==> config.mk <==
export PLATFORM = sky130hd
export DESIGN_NAME = mmc_measure_control
export DESIGN_NICKNAME = d
export VERILOG_FILES = /design/src/shared/mmc_pkg.sv /design/src/rtl/mmc_meas_timer.sv /design/src/rtl/mmc_measure_control.sv
export SDC_FILE = /design/constraint.sdc
export NUM_CORES = 1
export LEC_CHECK = 0
export BUFFER_PORTS_ARGS = -buffer_cell sky130_fd_sc_hd__buf_2
export CAP_MARGIN = 20
export CORE_ASPECT_RATIO = 1.1
export CORE_UTILIZATION = 25
export DETAILED_ROUTE_END_ITERATION = 16
export GPL_TIMING_DRIVEN = 0
export MAX_ROUTING_LAYER = met4
export PLACE_DENSITY = 0.46
export SYNTH_ARGS = -nofsm -noshare
export SYNTH_HDL_FRONTEND = slang
export SYNTH_SLANG_ARGS = --single-unit
==> constraint.sdc <==
create_clock -name core_clk -period 9.4 [get_ports core_clk]
set_input_delay 0 -clock core_clk [delete_from_list [all_inputs] [get_ports core_clk]]
set_output_delay 0 -clock core_clk [all_outputs]
set_load 0.01 [all_outputs]
==> src/shared/mmc_pkg.sv <==
// Constants, mode type and pointer helpers for the magnetometer
// measurement control block.
// Assumes a single 100 MHz core clock; no timescale needed here.
package mmc_pkg;

  // ****************************************************************
  // Timing
  // ****************************************************************
  localparam int unsigned CLK_PERIOD_NS = 10;
  // Shortest measurement period (fastest output rate)
  localparam int unsigned MEAS_MIN_NS   = 12_500_000;
  localparam int unsigned MEAS_MIN_CYC  =
    (MEAS_MIN_NS + CLK_PERIOD_NS - 1) / CLK_PERIOD_NS;

  // ****************************************************************
  // Widths
  // ****************************************************************
  localparam int ADDR_W   = 8;
  localparam int DATA_W   = 8;
  localparam int SAMPLE_W = 16;
  localparam int OFFSET_W = 15;
  localparam int RATE_W   = 5;
  localparam int CNT_W    = 32;

  // ****************************************************************
  // Register map
  // ****************************************************************
  localparam logic [7:0] ADDR_FLAGS      = 8'h00;
  localparam logic [7:0] ADDR_X_HIGH     = 8'h01;
  localparam logic [7:0] ADDR_X_LOW      = 8'h02;
  localparam logic [7:0] ADDR_Y_HIGH     = 8'h03;
  localparam logic [7:0] ADDR_Y_LOW      = 8'h04;
  localparam logic [7:0] ADDR_Z_HIGH     = 8'h05;
  localparam logic [7:0] ADDR_Z_LOW      = 8'h06;
  localparam logic [7:0] ADDR_IDENTITY   = 8'h07;
  localparam logic [7:0] ADDR_OPSTATE    = 8'h08;
  localparam logic [7:0] ADDR_X_OFF_HIGH = 8'h09;
  localparam logic [7:0] ADDR_X_OFF_LOW  = 8'h0a;
  localparam logic [7:0] ADDR_Y_OFF_HIGH = 8'h0b;
  localparam logic [7:0] ADDR_Y_OFF_LOW  = 8'h0c;
  localparam logic [7:0] ADDR_Z_OFF_HIGH = 8'h0d;
  localparam logic [7:0] ADDR_Z_OFF_LOW  = 8'h0e;
  localparam logic [7:0] ADDR_TEMP       = 8'h0f;
  localparam logic [7:0] ADDR_ACQ_CTRL   = 8'h10;
  localparam logic [7:0] ADDR_CORR_CTRL  = 8'h11;
  localparam logic [7:0] ADDR_LAST       = ADDR_CORR_CTRL;

  localparam logic [7:0] RESET_BYTE      = 8'h00;
  localparam logic [7:0] UNMAPPED_BYTE   = 8'h00;
  localparam logic [7:0] STEP_NORMAL     = 8'h01;
  localparam logic [7:0] STEP_FAST       = 8'h02;

  // ****************************************************************
  // Field positions
  // ****************************************************************
  localparam int CR1_ACTIVE    = 0;
  localparam int CR1_TRIGGER   = 1;
  localparam int CR1_FAST_READ = 2;
  localparam int CR1_RATE_LSB  = 3;
  localparam int CR2_RAW       = 5;
  localparam int CR2_AUTO_RST  = 7;

  localparam int FLG_X_NEW  = 0;
  localparam int FLG_Y_NEW  = 1;
  localparam int FLG_Z_NEW  = 2;
  localparam int FLG_ALL_NEW = 3;
  localparam int FLG_X_OVR  = 4;
  localparam int FLG_Y_OVR  = 5;
  localparam int FLG_Z_OVR  = 6;
  localparam int FLG_ALL_OVR = 7;

  localparam int OFF_HIGH_LSB = 7;
  localparam int OFF_LOW_W    = 7;

  typedef enum logic [1:0] {
    MMC_STANDBY,
    MMC_SINGLE,
    MMC_CONT
  } mmc_mode_t;

  // Register pointer after one byte; fast read skips the X, Y and Z sample low bytes
  function automatic logic [7:0] mmc_next_ptr(input logic [7:0] ptr,
                                               input logic       fast);
    if (ptr == ADDR_LAST)
      return ADDR_FLAGS;
    if (fast && (ptr == ADDR_X_HIGH || ptr == ADDR_Y_HIGH ||
                 ptr == ADDR_Z_HIGH))
      return ptr + STEP_FAST;
    return ptr + STEP_NORMAL;
  endfunction

  function automatic mmc_mode_t mmc_decode_mode(input logic [7:0] c1);
    if (c1[CR1_ACTIVE])
      return MMC_CONT;
    if (c1[CR1_TRIGGER])
      return MMC_SINGLE;
    return MMC_STANDBY;
  endfunction

endpackage

==> src/rtl/mmc_meas_timer.sv <==
// Measurement period timer: paces acquisitions while running.
// Assumes run and the rate inputs come from registers on core_clk.
`timescale 1ns/1ps
module mmc_meas_timer #(
  parameter int unsigned BASE_CYC = mmc_pkg::MEAS_MIN_CYC
) (
  // Clock and reset
  input  wire logic                      core_clk,
  input  wire logic                      reset,
  // Control
  input  wire logic                      run,
  input  wire logic                      fast,
  input  wire logic [mmc_pkg::RATE_W-1:0] rate_sel,
  // Events
  output logic                           meas_start,
  output logic                           meas_done
);
  import mmc_pkg::*;

  typedef struct packed {
    logic             busy;
    logic             done;
    logic [CNT_W-1:0] cnt;
  } mmc_timer_st_t;

  mmc_timer_st_t    st_reg;
  mmc_timer_st_t    st_next;
  logic [CNT_W-1:0] period;

  // ****************************************************************
  // Period: fast finish uses the shortest period
  // ****************************************************************
  always_comb begin
    if (fast)
      period = CNT_W'(BASE_CYC);
    else
      period = CNT_W'(BASE_CYC) * (CNT_W'(rate_sel) + CNT_W'(1));
  end

  always_comb begin
    st_next      = st_reg;
    st_next.done = 1'b0;
    meas_start   = 1'b0;
    if (!run) begin
      st_next.busy = 1'b0;
      st_next.cnt  = '0;
    end else if (!st_reg.busy) begin
      st_next.busy = 1'b1;
      st_next.cnt  = '0;
      meas_start   = 1'b1;
    end else if (st_reg.cnt >= period - CNT_W'(1)) begin
      st_next.busy = 1'b0;
      st_next.done = 1'b1;
    end else begin
      st_next.cnt = st_reg.cnt + CNT_W'(1);
    end
  end

  always_ff @(posedge core_clk or posedge reset) begin
    if (reset)
      st_reg <= '0;
    else
      st_reg <= st_next;
  end

  assign meas_done = st_reg.done;
endmodule // mmc_meas_timer

==> src/rtl/mmc_measure_control.sv <==
// Measurement control and register map of a three-axis magnetometer.
// Assumes a neighbouring serial front end turns bus frames into
// pointer loads and byte read and write strobes on core_clk.
`timescale 1ns/1ps

// Behaviour
// Interrupt follows the all-axes new-data flag
// Reading X high byte drops interrupt
// Host reads 0x01..0x06 then waits
// Both run bits clear: standby, no acquisition
// Trigger only: one measurement, then standby
// Active only: continuous acquisition at rate
// Both set: finish fast, then resume rate
// Auto sensor reset enable is control2 bit7
// Value 0x01 selects active, fastest rate
// Value 0xC9 selects active, slow rate
// Value 0b00011010 starts one triggered measurement
// Pointer steps one; fast read skips lows
// Read-only registers keep contents in standby
// Control writable only in standby, except run
// Flags, offsets, controls reset to zero
// Sample high byte 15:8, low 7:0
// Offset high holds 14:7, low 6:0
// Temperature is signed eight-bit Celsius
// Combined flag clears after all high reads
// Other sample bytes refresh after 0x01 read
// Fast read is control1 bit2
// Interrupt is a level, not pulse
// Protected control writes outside standby ignored
module mmc_measure_control #(
  parameter int unsigned BASE_CYC = mmc_pkg::MEAS_MIN_CYC,
  // Identity value is arbitrary
  parameter logic [7:0]  PART_ID  = 8'h5a
) (
  // Clock and reset
  input  wire logic                        core_clk,
  input  wire logic                        reset,
  // Register access
  input  wire logic                        ptr_load,
  input  wire logic [mmc_pkg::ADDR_W-1:0]  ptr_addr,
  input  wire logic                        rd_req,
  output logic      [mmc_pkg::DATA_W-1:0]  rd_data,
  input  wire logic                        wr_req,
  input  wire logic [mmc_pkg::DATA_W-1:0]  wr_data,
  // Sensor front end
  input  wire logic [mmc_pkg::SAMPLE_W-1:0] x_field,
  input  wire logic [mmc_pkg::SAMPLE_W-1:0] y_field,
  input  wire logic [mmc_pkg::SAMPLE_W-1:0] z_field,
  input  wire logic [mmc_pkg::DATA_W-1:0]  temp_field,
  output logic                             sensor_reset_pulse,
  // Interrupt
  output logic                             new_sample_irq
);
  import mmc_pkg::*;

  typedef struct packed {
    logic [ADDR_W-1:0]   ptr;
    logic [DATA_W-1:0]   rd_data;
    logic [DATA_W-1:0]   ctrl1;
    logic [DATA_W-1:0]   ctrl2;
    logic [OFFSET_W-1:0] off_x;
    logic [OFFSET_W-1:0] off_y;
    logic [OFFSET_W-1:0] off_z;
    logic [DATA_W-1:0]   flags;
    logic                irq;
    logic                sensor_rst;
    logic [SAMPLE_W-1:0] xs;
    logic [SAMPLE_W-1:0] ys;
    logic [SAMPLE_W-1:0] zs;
    logic [SAMPLE_W-1:0] sx;
    logic [SAMPLE_W-1:0] sy;
    logic [SAMPLE_W-1:0] sz;
    logic [DATA_W-1:0]   temp;
    mmc_mode_t           mode;
  } mmc_ctrl_st_t;

  mmc_ctrl_st_t      st_reg;
  mmc_ctrl_st_t      st_next;
  logic              meas_start;
  logic              meas_done;
  logic              run;
  logic              fast_finish;
  logic              standby;
  logic              rd_en;
  logic              wr_en;
  logic              read_x;
  logic              read_y;
  logic              read_z;
  logic              ctrl1_wr;
  logic [DATA_W-1:0] rd_mux;

  // Offset-corrected sample unless raw output is selected
  function automatic logic [SAMPLE_W-1:0] corrected(
    input logic [SAMPLE_W-1:0] field,
    input logic [OFFSET_W-1:0] off,
    input logic                raw);
    if (raw)
      return field;
    return SAMPLE_W'(field + {off[OFFSET_W-1], off});
  endfunction

  function automatic logic [DATA_W-1:0] off_low(
    input logic [OFFSET_W-1:0] off);
    return {off[OFF_LOW_W-1:0], 1'b0};
  endfunction

  // ****************************************************************
  // Measurement pacing
  // ****************************************************************
  // A finished single shot must not start another measurement
  assign run         = st_reg.ctrl1[CR1_ACTIVE] |
                       (st_reg.ctrl1[CR1_TRIGGER] & !meas_done);
  assign fast_finish = st_reg.ctrl1[CR1_ACTIVE] & st_reg.ctrl1[CR1_TRIGGER];

  mmc_meas_timer #(
    .BASE_CYC (BASE_CYC)
  ) u_timer (
    .core_clk   (core_clk),
    .reset      (reset),
    .run        (run),
    .fast       (fast_finish),
    .rate_sel   (st_reg.ctrl1[CR1_RATE_LSB +: RATE_W]),
    .meas_start (meas_start),
    .meas_done  (meas_done)
  );

  // ****************************************************************
  // Read decode
  // ****************************************************************
  always_comb begin
    unique case (st_reg.ptr)
      ADDR_FLAGS:      rd_mux = st_reg.flags;
      ADDR_X_HIGH:     rd_mux = st_reg.xs[15:8];
      ADDR_X_LOW:      rd_mux = st_reg.sx[7:0];
      ADDR_Y_HIGH:     rd_mux = st_reg.sy[15:8];
      ADDR_Y_LOW:      rd_mux = st_reg.sy[7:0];
      ADDR_Z_HIGH:     rd_mux = st_reg.sz[15:8];
      ADDR_Z_LOW:      rd_mux = st_reg.sz[7:0];
      ADDR_IDENTITY:   rd_mux = PART_ID;
      ADDR_OPSTATE:    rd_mux = {6'h00, st_reg.mode};
      ADDR_X_OFF_HIGH: rd_mux = st_reg.off_x[OFFSET_W-1:OFF_HIGH_LSB];
      ADDR_X_OFF_LOW:  rd_mux = off_low(st_reg.off_x);
      ADDR_Y_OFF_HIGH: rd_mux = st_reg.off_y[OFFSET_W-1:OFF_HIGH_LSB];
      ADDR_Y_OFF_LOW:  rd_mux = off_low(st_reg.off_y);
      ADDR_Z_OFF_HIGH: rd_mux = st_reg.off_z[OFFSET_W-1:OFF_HIGH_LSB];
      ADDR_Z_OFF_LOW:  rd_mux = off_low(st_reg.off_z);
      ADDR_TEMP:       rd_mux = st_reg.temp;
      ADDR_ACQ_CTRL:   rd_mux = st_reg.ctrl1;
      ADDR_CORR_CTRL:  rd_mux = st_reg.ctrl2;
      default:         rd_mux = UNMAPPED_BYTE;
    endcase
  end

  // ****************************************************************
  // Next state
  // ****************************************************************
  always_comb begin
    st_next            = st_reg;
    st_next.sensor_rst = 1'b0;
    standby  = (st_reg.mode == MMC_STANDBY);
    rd_en    = rd_req && !ptr_load;
    wr_en    = wr_req && !ptr_load;
    read_x   = rd_en && st_reg.ptr == ADDR_X_HIGH;
    read_y   = rd_en && st_reg.ptr == ADDR_Y_HIGH;
    read_z   = rd_en && st_reg.ptr == ADDR_Z_HIGH;
    ctrl1_wr = wr_en && st_reg.ptr == ADDR_ACQ_CTRL;

    // Pointer: a load wins over a data strobe in the same cycle
    if (ptr_load)
      st_next.ptr = ptr_addr;
    else if (rd_req || wr_req)
      st_next.ptr = mmc_next_ptr(st_reg.ptr,
                                 st_reg.ctrl1[CR1_FAST_READ]);

    if (rd_en)
      st_next.rd_data = rd_mux;
    // Coherent set is frozen by the X high read
    if (read_x) begin
      st_next.sx = st_reg.xs;
      st_next.sy = st_reg.ys;
      st_next.sz = st_reg.zs;
    end

    if (wr_en) begin
      unique case (st_reg.ptr)
        ADDR_X_OFF_HIGH:
          st_next.off_x[OFFSET_W-1:OFF_HIGH_LSB] = wr_data;
        ADDR_X_OFF_LOW:
          st_next.off_x[OFF_LOW_W-1:0] = wr_data[DATA_W-1:1];
        ADDR_Y_OFF_HIGH:
          st_next.off_y[OFFSET_W-1:OFF_HIGH_LSB] = wr_data;
        ADDR_Y_OFF_LOW:
          st_next.off_y[OFF_LOW_W-1:0] = wr_data[DATA_W-1:1];
        ADDR_Z_OFF_HIGH:
          st_next.off_z[OFFSET_W-1:OFF_HIGH_LSB] = wr_data;
        ADDR_Z_OFF_LOW:
          st_next.off_z[OFF_LOW_W-1:0] = wr_data[DATA_W-1:1];
        ADDR_ACQ_CTRL: begin
          if (standby)
            st_next.ctrl1 = wr_data;
          else begin
            st_next.ctrl1[CR1_ACTIVE]  = wr_data[CR1_ACTIVE];
            st_next.ctrl1[CR1_TRIGGER] = wr_data[CR1_TRIGGER];
          end
        end
        ADDR_CORR_CTRL: begin
          if (standby)
            st_next.ctrl2 = wr_data;
        end
        default: ;
      endcase
    end

    // Trigger self-clears after its measurement; a write wins
    if (meas_done && st_reg.ctrl1[CR1_TRIGGER] && !ctrl1_wr)
      st_next.ctrl1[CR1_TRIGGER] = 1'b0;

    // Fresh samples; read-only data never clears on mode change
    if (meas_done) begin
      st_next.xs   = corrected(x_field, st_reg.off_x,
                               st_reg.ctrl2[CR2_RAW]);
      st_next.ys   = corrected(y_field, st_reg.off_y,
                               st_reg.ctrl2[CR2_RAW]);
      st_next.zs   = corrected(z_field, st_reg.off_z,
                               st_reg.ctrl2[CR2_RAW]);
      st_next.temp = temp_field;
    end

    // Per-axis flags: reads clear, a new measurement sets (set wins)
    if (read_x) begin
      st_next.flags[FLG_X_NEW] = 1'b0;
      st_next.flags[FLG_X_OVR] = 1'b0;
    end
    if (read_y) begin
      st_next.flags[FLG_Y_NEW] = 1'b0;
      st_next.flags[FLG_Y_OVR] = 1'b0;
    end
    if (read_z) begin
      st_next.flags[FLG_Z_NEW] = 1'b0;
      st_next.flags[FLG_Z_OVR] = 1'b0;
    end
    if (meas_done) begin
      st_next.flags[FLG_X_OVR] = st_reg.flags[FLG_X_NEW];
      st_next.flags[FLG_Y_OVR] = st_reg.flags[FLG_Y_NEW];
      st_next.flags[FLG_Z_OVR] = st_reg.flags[FLG_Z_NEW];
      st_next.flags[FLG_X_NEW] = 1'b1;
      st_next.flags[FLG_Y_NEW] = 1'b1;
      st_next.flags[FLG_Z_NEW] = 1'b1;
    end

    // Combined flags clear only once every axis high byte is read
    if (meas_done) begin
      st_next.flags[FLG_ALL_NEW] = 1'b1;
      st_next.flags[FLG_ALL_OVR] = st_reg.flags[FLG_ALL_OVR] |
        st_reg.flags[FLG_X_NEW] | st_reg.flags[FLG_Y_NEW] |
        st_reg.flags[FLG_Z_NEW];
    end else if (!st_next.flags[FLG_X_NEW] && !st_next.flags[FLG_Y_NEW] &&
                 !st_next.flags[FLG_Z_NEW]) begin
      st_next.flags[FLG_ALL_NEW] = 1'b0;
      st_next.flags[FLG_ALL_OVR] = 1'b0;
    end

    // Interrupt level: raised with the combined flag
    if (meas_done)
      st_next.irq = 1'b1;
    else if (read_x || !st_next.flags[FLG_ALL_NEW])
      st_next.irq = 1'b0;

    st_next.sensor_rst = meas_start & st_reg.ctrl2[CR2_AUTO_RST];
    st_next.mode       = mmc_decode_mode(st_next.ctrl1);
  end

  always_ff @(posedge core_clk or posedge reset) begin
    if (reset) begin
      st_reg      <= '0;
      st_reg.mode <= MMC_STANDBY;
    end else begin
      st_reg <= st_next;
    end
  end

  assign rd_data            = st_reg.rd_data;
  assign new_sample_irq     = st_reg.irq;
  assign sensor_reset_pulse = st_reg.sensor_rst;
endmodule // mmc_measure_control

# Word-level counts from Yosys, hierarchy flattened
# Cells that the tools add are included.
# word_totals
regBits	219
output_inout_bits	10
# op_classes
n_addsub	8
multipliers	1
order_cmp	1
n_eq_ne	18
muxes	65
bitwise	7
n_reduce_logical	38
# ops
op	count
$pmux W8 S18	1
$mux W32	4
$mux W16	6
$mux W8	11
$eq A8 B4 Y1 const B	8
$mux W55	1
$add A16 B16 Y16	3
$add A32 B1 Y32 const B	1
$eq A8 B3 Y1 const B	4
$ge A32 B32 Y1	1
$mul A17 B32 Y28 const A	1
$sub A32 B1 Y32 const B	1
$mux W1	31
$mux W7	3
$eq A8 B2 Y1 const B	2
$eq A8 B5 Y1 const B	2
$mux W2	6
$reduce_and A2 Y1	6
$reduce_bool A2 Y1	6
$logic_and A1 B1 Y1	11
$add A8 B1 Y8 const B	1
$add A8 B2 Y8 const B	1
$eq A8 B1 Y1 const B	1
$logic_not A8 Y1	1
9 further kinds	25

# Depth between registers and ports, before layout
# depth
depth_word	14
mapped_depth	32

# Cells and area by module
# From an unflattened synthesis, not the netlist that was laid out.
# hier_totals
hier_cells	1687
area_unflattened_um2	15687.5
# modules_own_cells
mod	n_inst	cells_each	area_each_um2
mmc_measure_control	1	1090	10901.7
mmc_meas_timer	1	597	4785.8

# Least setup slack after synthesis
# No wires, ideal clock.
# synth_path
kind	register to register
startpoint	register st_reg[172] (netlist bit)
endpoint	register u_timer.st_reg[22] (netlist bit)
setup_time_ns	0.078
arrival_time_ns	6.870
required_ns	9.322
slack_ns	2.452
path_stages_with_launch	30
path_buffers	2
path_cell_list	dfrtp_1 -> clkbuf_1 -> inv_1 -> ha_1 -> inv_1 -> ha_1 -> ha_1 -> inv_1 -> fa_1 -> inv_1 -> ha_1 -> fa_1 -> a211oi_2 -> o21bai_1 -> a21oi_1 -> mux2i_1 -> nand3_1 -> nor2_1 -> nand3_1 -> xor2_1 -> ha_1 -> a21o_1 -> a21o_1 -> a21oi_1 -> o21ai_0 -> a31oi_1 -> nand4_2 -> clkbuf_1 -> or4_1 -> a21oi_1
# synth_between
elab_chain_cells	6
# synth_lines
item	line_no	source
start: declaration	mmc_measure_control.sv:77	mmc_ctrl_st_t st_reg;
start signal: assignment	mmc_measure_control.sv:278	st_reg <= st_next;
$add A5 B1 Y6	mmc_meas_timer.sv:37	period = CNT_W'(BASE_CYC) * (CNT_W'(rate_sel) + CNT_W'(1));
$mul A17 B32 Y28	mmc_meas_timer.sv:37	
$mux W32	mmc_meas_timer.sv:34	if (fast)
$sub A32 B1 Y32	mmc_meas_timer.sv:51	end else if (st_reg.cnt >= period - CNT_W'(1)) begin
$ge A32 B32 Y1	mmc_meas_timer.sv:51	
$ne A3 B3 Y1 (no line)	n/a	
end signal: assignment	mmc_meas_timer.sv:63	st_reg <= st_next;
end: declaration	mmc_meas_timer.sv:26	mmc_timer_st_t st_reg;
# No other way between the ends.
# A chain may end at the register's enable or synchronous reset.

# Final worst setup path
# layout_path
startpoint	register st_reg[172] (netlist bit)
endpoint	register u_timer.st_reg[13] (netlist bit)
# Same word-level chain as after synthesis.

==> results_dict.tcl <==
set metrics [dict create \
    status "complete, no violations" \
    hold_slack_ps 144.1 \
    cts_setup_buffers 0 \
    cts.sinks 218 \
    synth_cell_types 89 \
    synth_edf_count 0 \
    grt_pass1_wl_um 81460 \
    critPathMaxStageDelay_ps 510 \
    ys_seq_elements 218 \
    hold_viol_final 0 \
    ys_seq_area_share_pct 36.29 \
    largest_reg_flops 174 \
    wire_per_inst_um 20.86 \
    clock_skew_ps 39.20 \
    grt_max_degree 114 \
    drt_first_iter_violations 820 \
    finalSetupViolCount 0 \
    power_w 0.003252 \
    tns_ps 0 \
    power.leakage_nw 8.316 \
    finalMaxSlewViolations 0 \
    grt.busiest_layer "met2" \
    synth_fp_nets 1800 \
    ys_warn_count 0 \
    clk_path_buf_depth 3 \
    worst_pin_slew_ps 1092 \
    netlist_area_um2 15030 \
    num_io_pins 87 \
    timing.critical_path.mode_cell "ha_1" \
    antenna_found_initial 1 \
    met1_usage_pct 21.67 \
    rows 93 \
    crit_path_end_kind "flop" \
    cts_root_buf "clkbuf_16" \
    crit_type "flop to flop" \
    fmax_mhz 117.2 \
    core_area_um2 59000 \
    gp_congestion 0.8896 \
    worstPathRequired_ps 9860 \
    rsz0062_at_grt "no" \
    syn-instance-count 1586 \
    clk_pin_slew_ps 50 \
    max-vdd-ir-drop_v 0.0001421 \
    maxCapViolCount 0 \
    wl_um 53470 \
    start_util_pct 25.48 \
    nets 1997 \
    die_h_um 259.2 \
    dr.pass1.iters 5 \
    grt_pass1_vias 13190 \
    n_antenna_cell 0 \
    gr-usage-met3_pct 1.882 \
    cp_slowest_cell "fa_1" \
    post-route-min-period_ps 8533 \
    grt_use_total_pct 17.89 \
    worstPathMaxFanout 10 \
    power_density_nw_per_um2 178.4 \
    final_cell_mix "218 x dfrtp_1, 162 x nor2_1, 137 x a21oi_1" \
    post-route-period-util_pct 90.77 \
    overflow 0 \
    place_inst 2434 \
    drive_gt1_share_pct 16.08 \
    synth-main-ff-cell "dfrtp_1" \
    dp_hpwl_um 40830 \
    post-route-util_pct 30.91 \
    synth.avg_cell_area_um2 9.479 \
    crit_arrival_ps 8990 \
    drc_errors 0 \
    layout_commonest_cell "dfrtp_1" \
    die_w_um 235.8 \
    cts_tree "yes" \
    grtUsageMet2_pct 31.59 \
    cts_buffers 26 \
    slew_headroom_pct 25.32 \
    via_per_inst 5.141 \
    htreeDepth 1 \
    min_path_type "input port to flop" \
    critPathLaunchType "flop" \
    dieArea_um2 61120 \
    antenna_left 0 \
    final_cells 2563 \
    buffer_ports.inserted 86 \
    ys_async_sr_fraction_pct 100.0 \
    vias 13180 \
    syn2layout_area_growth_pct 21.30 \
    clk_latency_ps 580 \
]
-- where the power goes --
group          switching [W]  internal, W  leakage [nW]
combinational       0.000563     0.000431          5.10
clock               0.000440     0.000678         0.472
sequential          0.000104      0.00104          2.74
total                0.00111      0.00214          8.32
-- path summary, 6_finish.rpt --
path | slack [ps] | endpoint | depth (start not counted) | startpoint
max | 870 | u_timer.st_reg[13] | 27 | st_reg[172]
min reg2reg | 460 | sensor_reset_pulse | 1 | u_timer.st_reg[33]
min in group asynchronous | 190 | st_reg[70] | 3 | reset
max in group asynchronous | 8190 | st_reg[114] | 4 | reset
max reg2reg | 870 | u_timer.st_reg[13] | 27 | st_reg[172]
min | 140 | st_reg[187] | 4 | ptr_load
-- cell type report --
class | instances | area [µm²]
fill | 6170 | 40760
clock buffer | 40 | 813.3
timing repair buffer | 169 | 1284
inverter | 58 | 225.2
sequential | 218 | 5455
buffer | 68 | 320.3
multi-input combinational | 1242 | 9046
clock inverter | 8 | 140.1
tap | 760 | 950.9
-- what timing repair did --
item | CTS | global route
hold buffers | 81 | 0
hold endpoints to repair | 233 | 0
endpoints found under the setup margin | 0 | 11
gates resized for setup | 0 | 1
-- layer usage --
metal	vias to the layer above	part of all wire [%]
li1	6236	-
met1	6589	43
met2	286	51
met3	65	3.7
met4	0	2.5
met5	-	0
-- cells in the mapped netlist (all sizes together), types with 4 or more instances --
master / n / area share, %
dfrtp: 218 / 36
nor2: 163 / 4.1
a21oi: 138 / 4.6
ha: 126 / 10
mux2: 109 / 8.2
nand2: 87 / 2.2
o21ai: 66 / 2.2
inv: 58 / 1.4
nand3: 51 / 1.7
xnor2: 48 / 2.8
clkbuf: 46 / 1.1
a22oi: 39 / 1.9
nor3: 31 / 1.0
a21o: 27 / 1.3
nand4: 26 / 1.1
or3: 26 / 1.1
xor2: 26 / 1.5
and3: 25 / 1.0
buf: 22 / 0.98
mux2i: 21 / 1.4
a211oi: 18 / 1.1
nor2b: 17 / 0.71
a31oi: 14 / 0.58
o211ai: 14 / 0.70
nand2b: 12 / 0.50
fa: 11 / 1.5
o21a: 11 / 0.55
o21bai: 9 / 0.45
o31ai: 9 / 0.54
or2: 9 / 0.37
a221oi: 8 / 0.47
and2: 8 / 0.33
or4: 8 / 0.40
nor4: 7 / 0.39
a222oi: 6 / 0.40
a211o: 5 / 0.30
and4: 5 / 0.32
o221ai: 5 / 0.29
o31a: 5 / 0.29
nor3b: 4 / 0.23
-- cells by family (layout without fill, tap and decap cells) --
group	Yosys count	in the layout	share of synthesized area (%)
buffers and inverters	126	343	3.579
DFF	218	218	36.29
AOI/OAI and AO/OA	408	408	17.88
xor gates and xnor gates	74	74	4.311
adders and majority gates	138	138	12.02
muxes	131	131	9.713
and+or+nand+nor	491	491	16.21
-- through the flow --
stage / setup WS (ps) / area [µm²]
after floorplan: 2452 / 15030
after global placement: 411.0 / 16410
after detailed placement: 626.3 / 16460
after CTS: 577.4 / 18230
after global routing: 92.92 / 18240
final: 867.2 / 18240
-- critical path, delay by kind of cell, from the launching register on --
| kind | cells | cell delay, ps |
|---|---|---|
| fa+ha+maj | 7 | 2650 |
| simple gates | 6 | 1880 |
| buf+inv | 7 | 1860 |
| compound gates | 6 | 1220 |
| mux | 1 | 470 |
| flops | 1 | 340 |
Power figures use the tool's default switching activity.
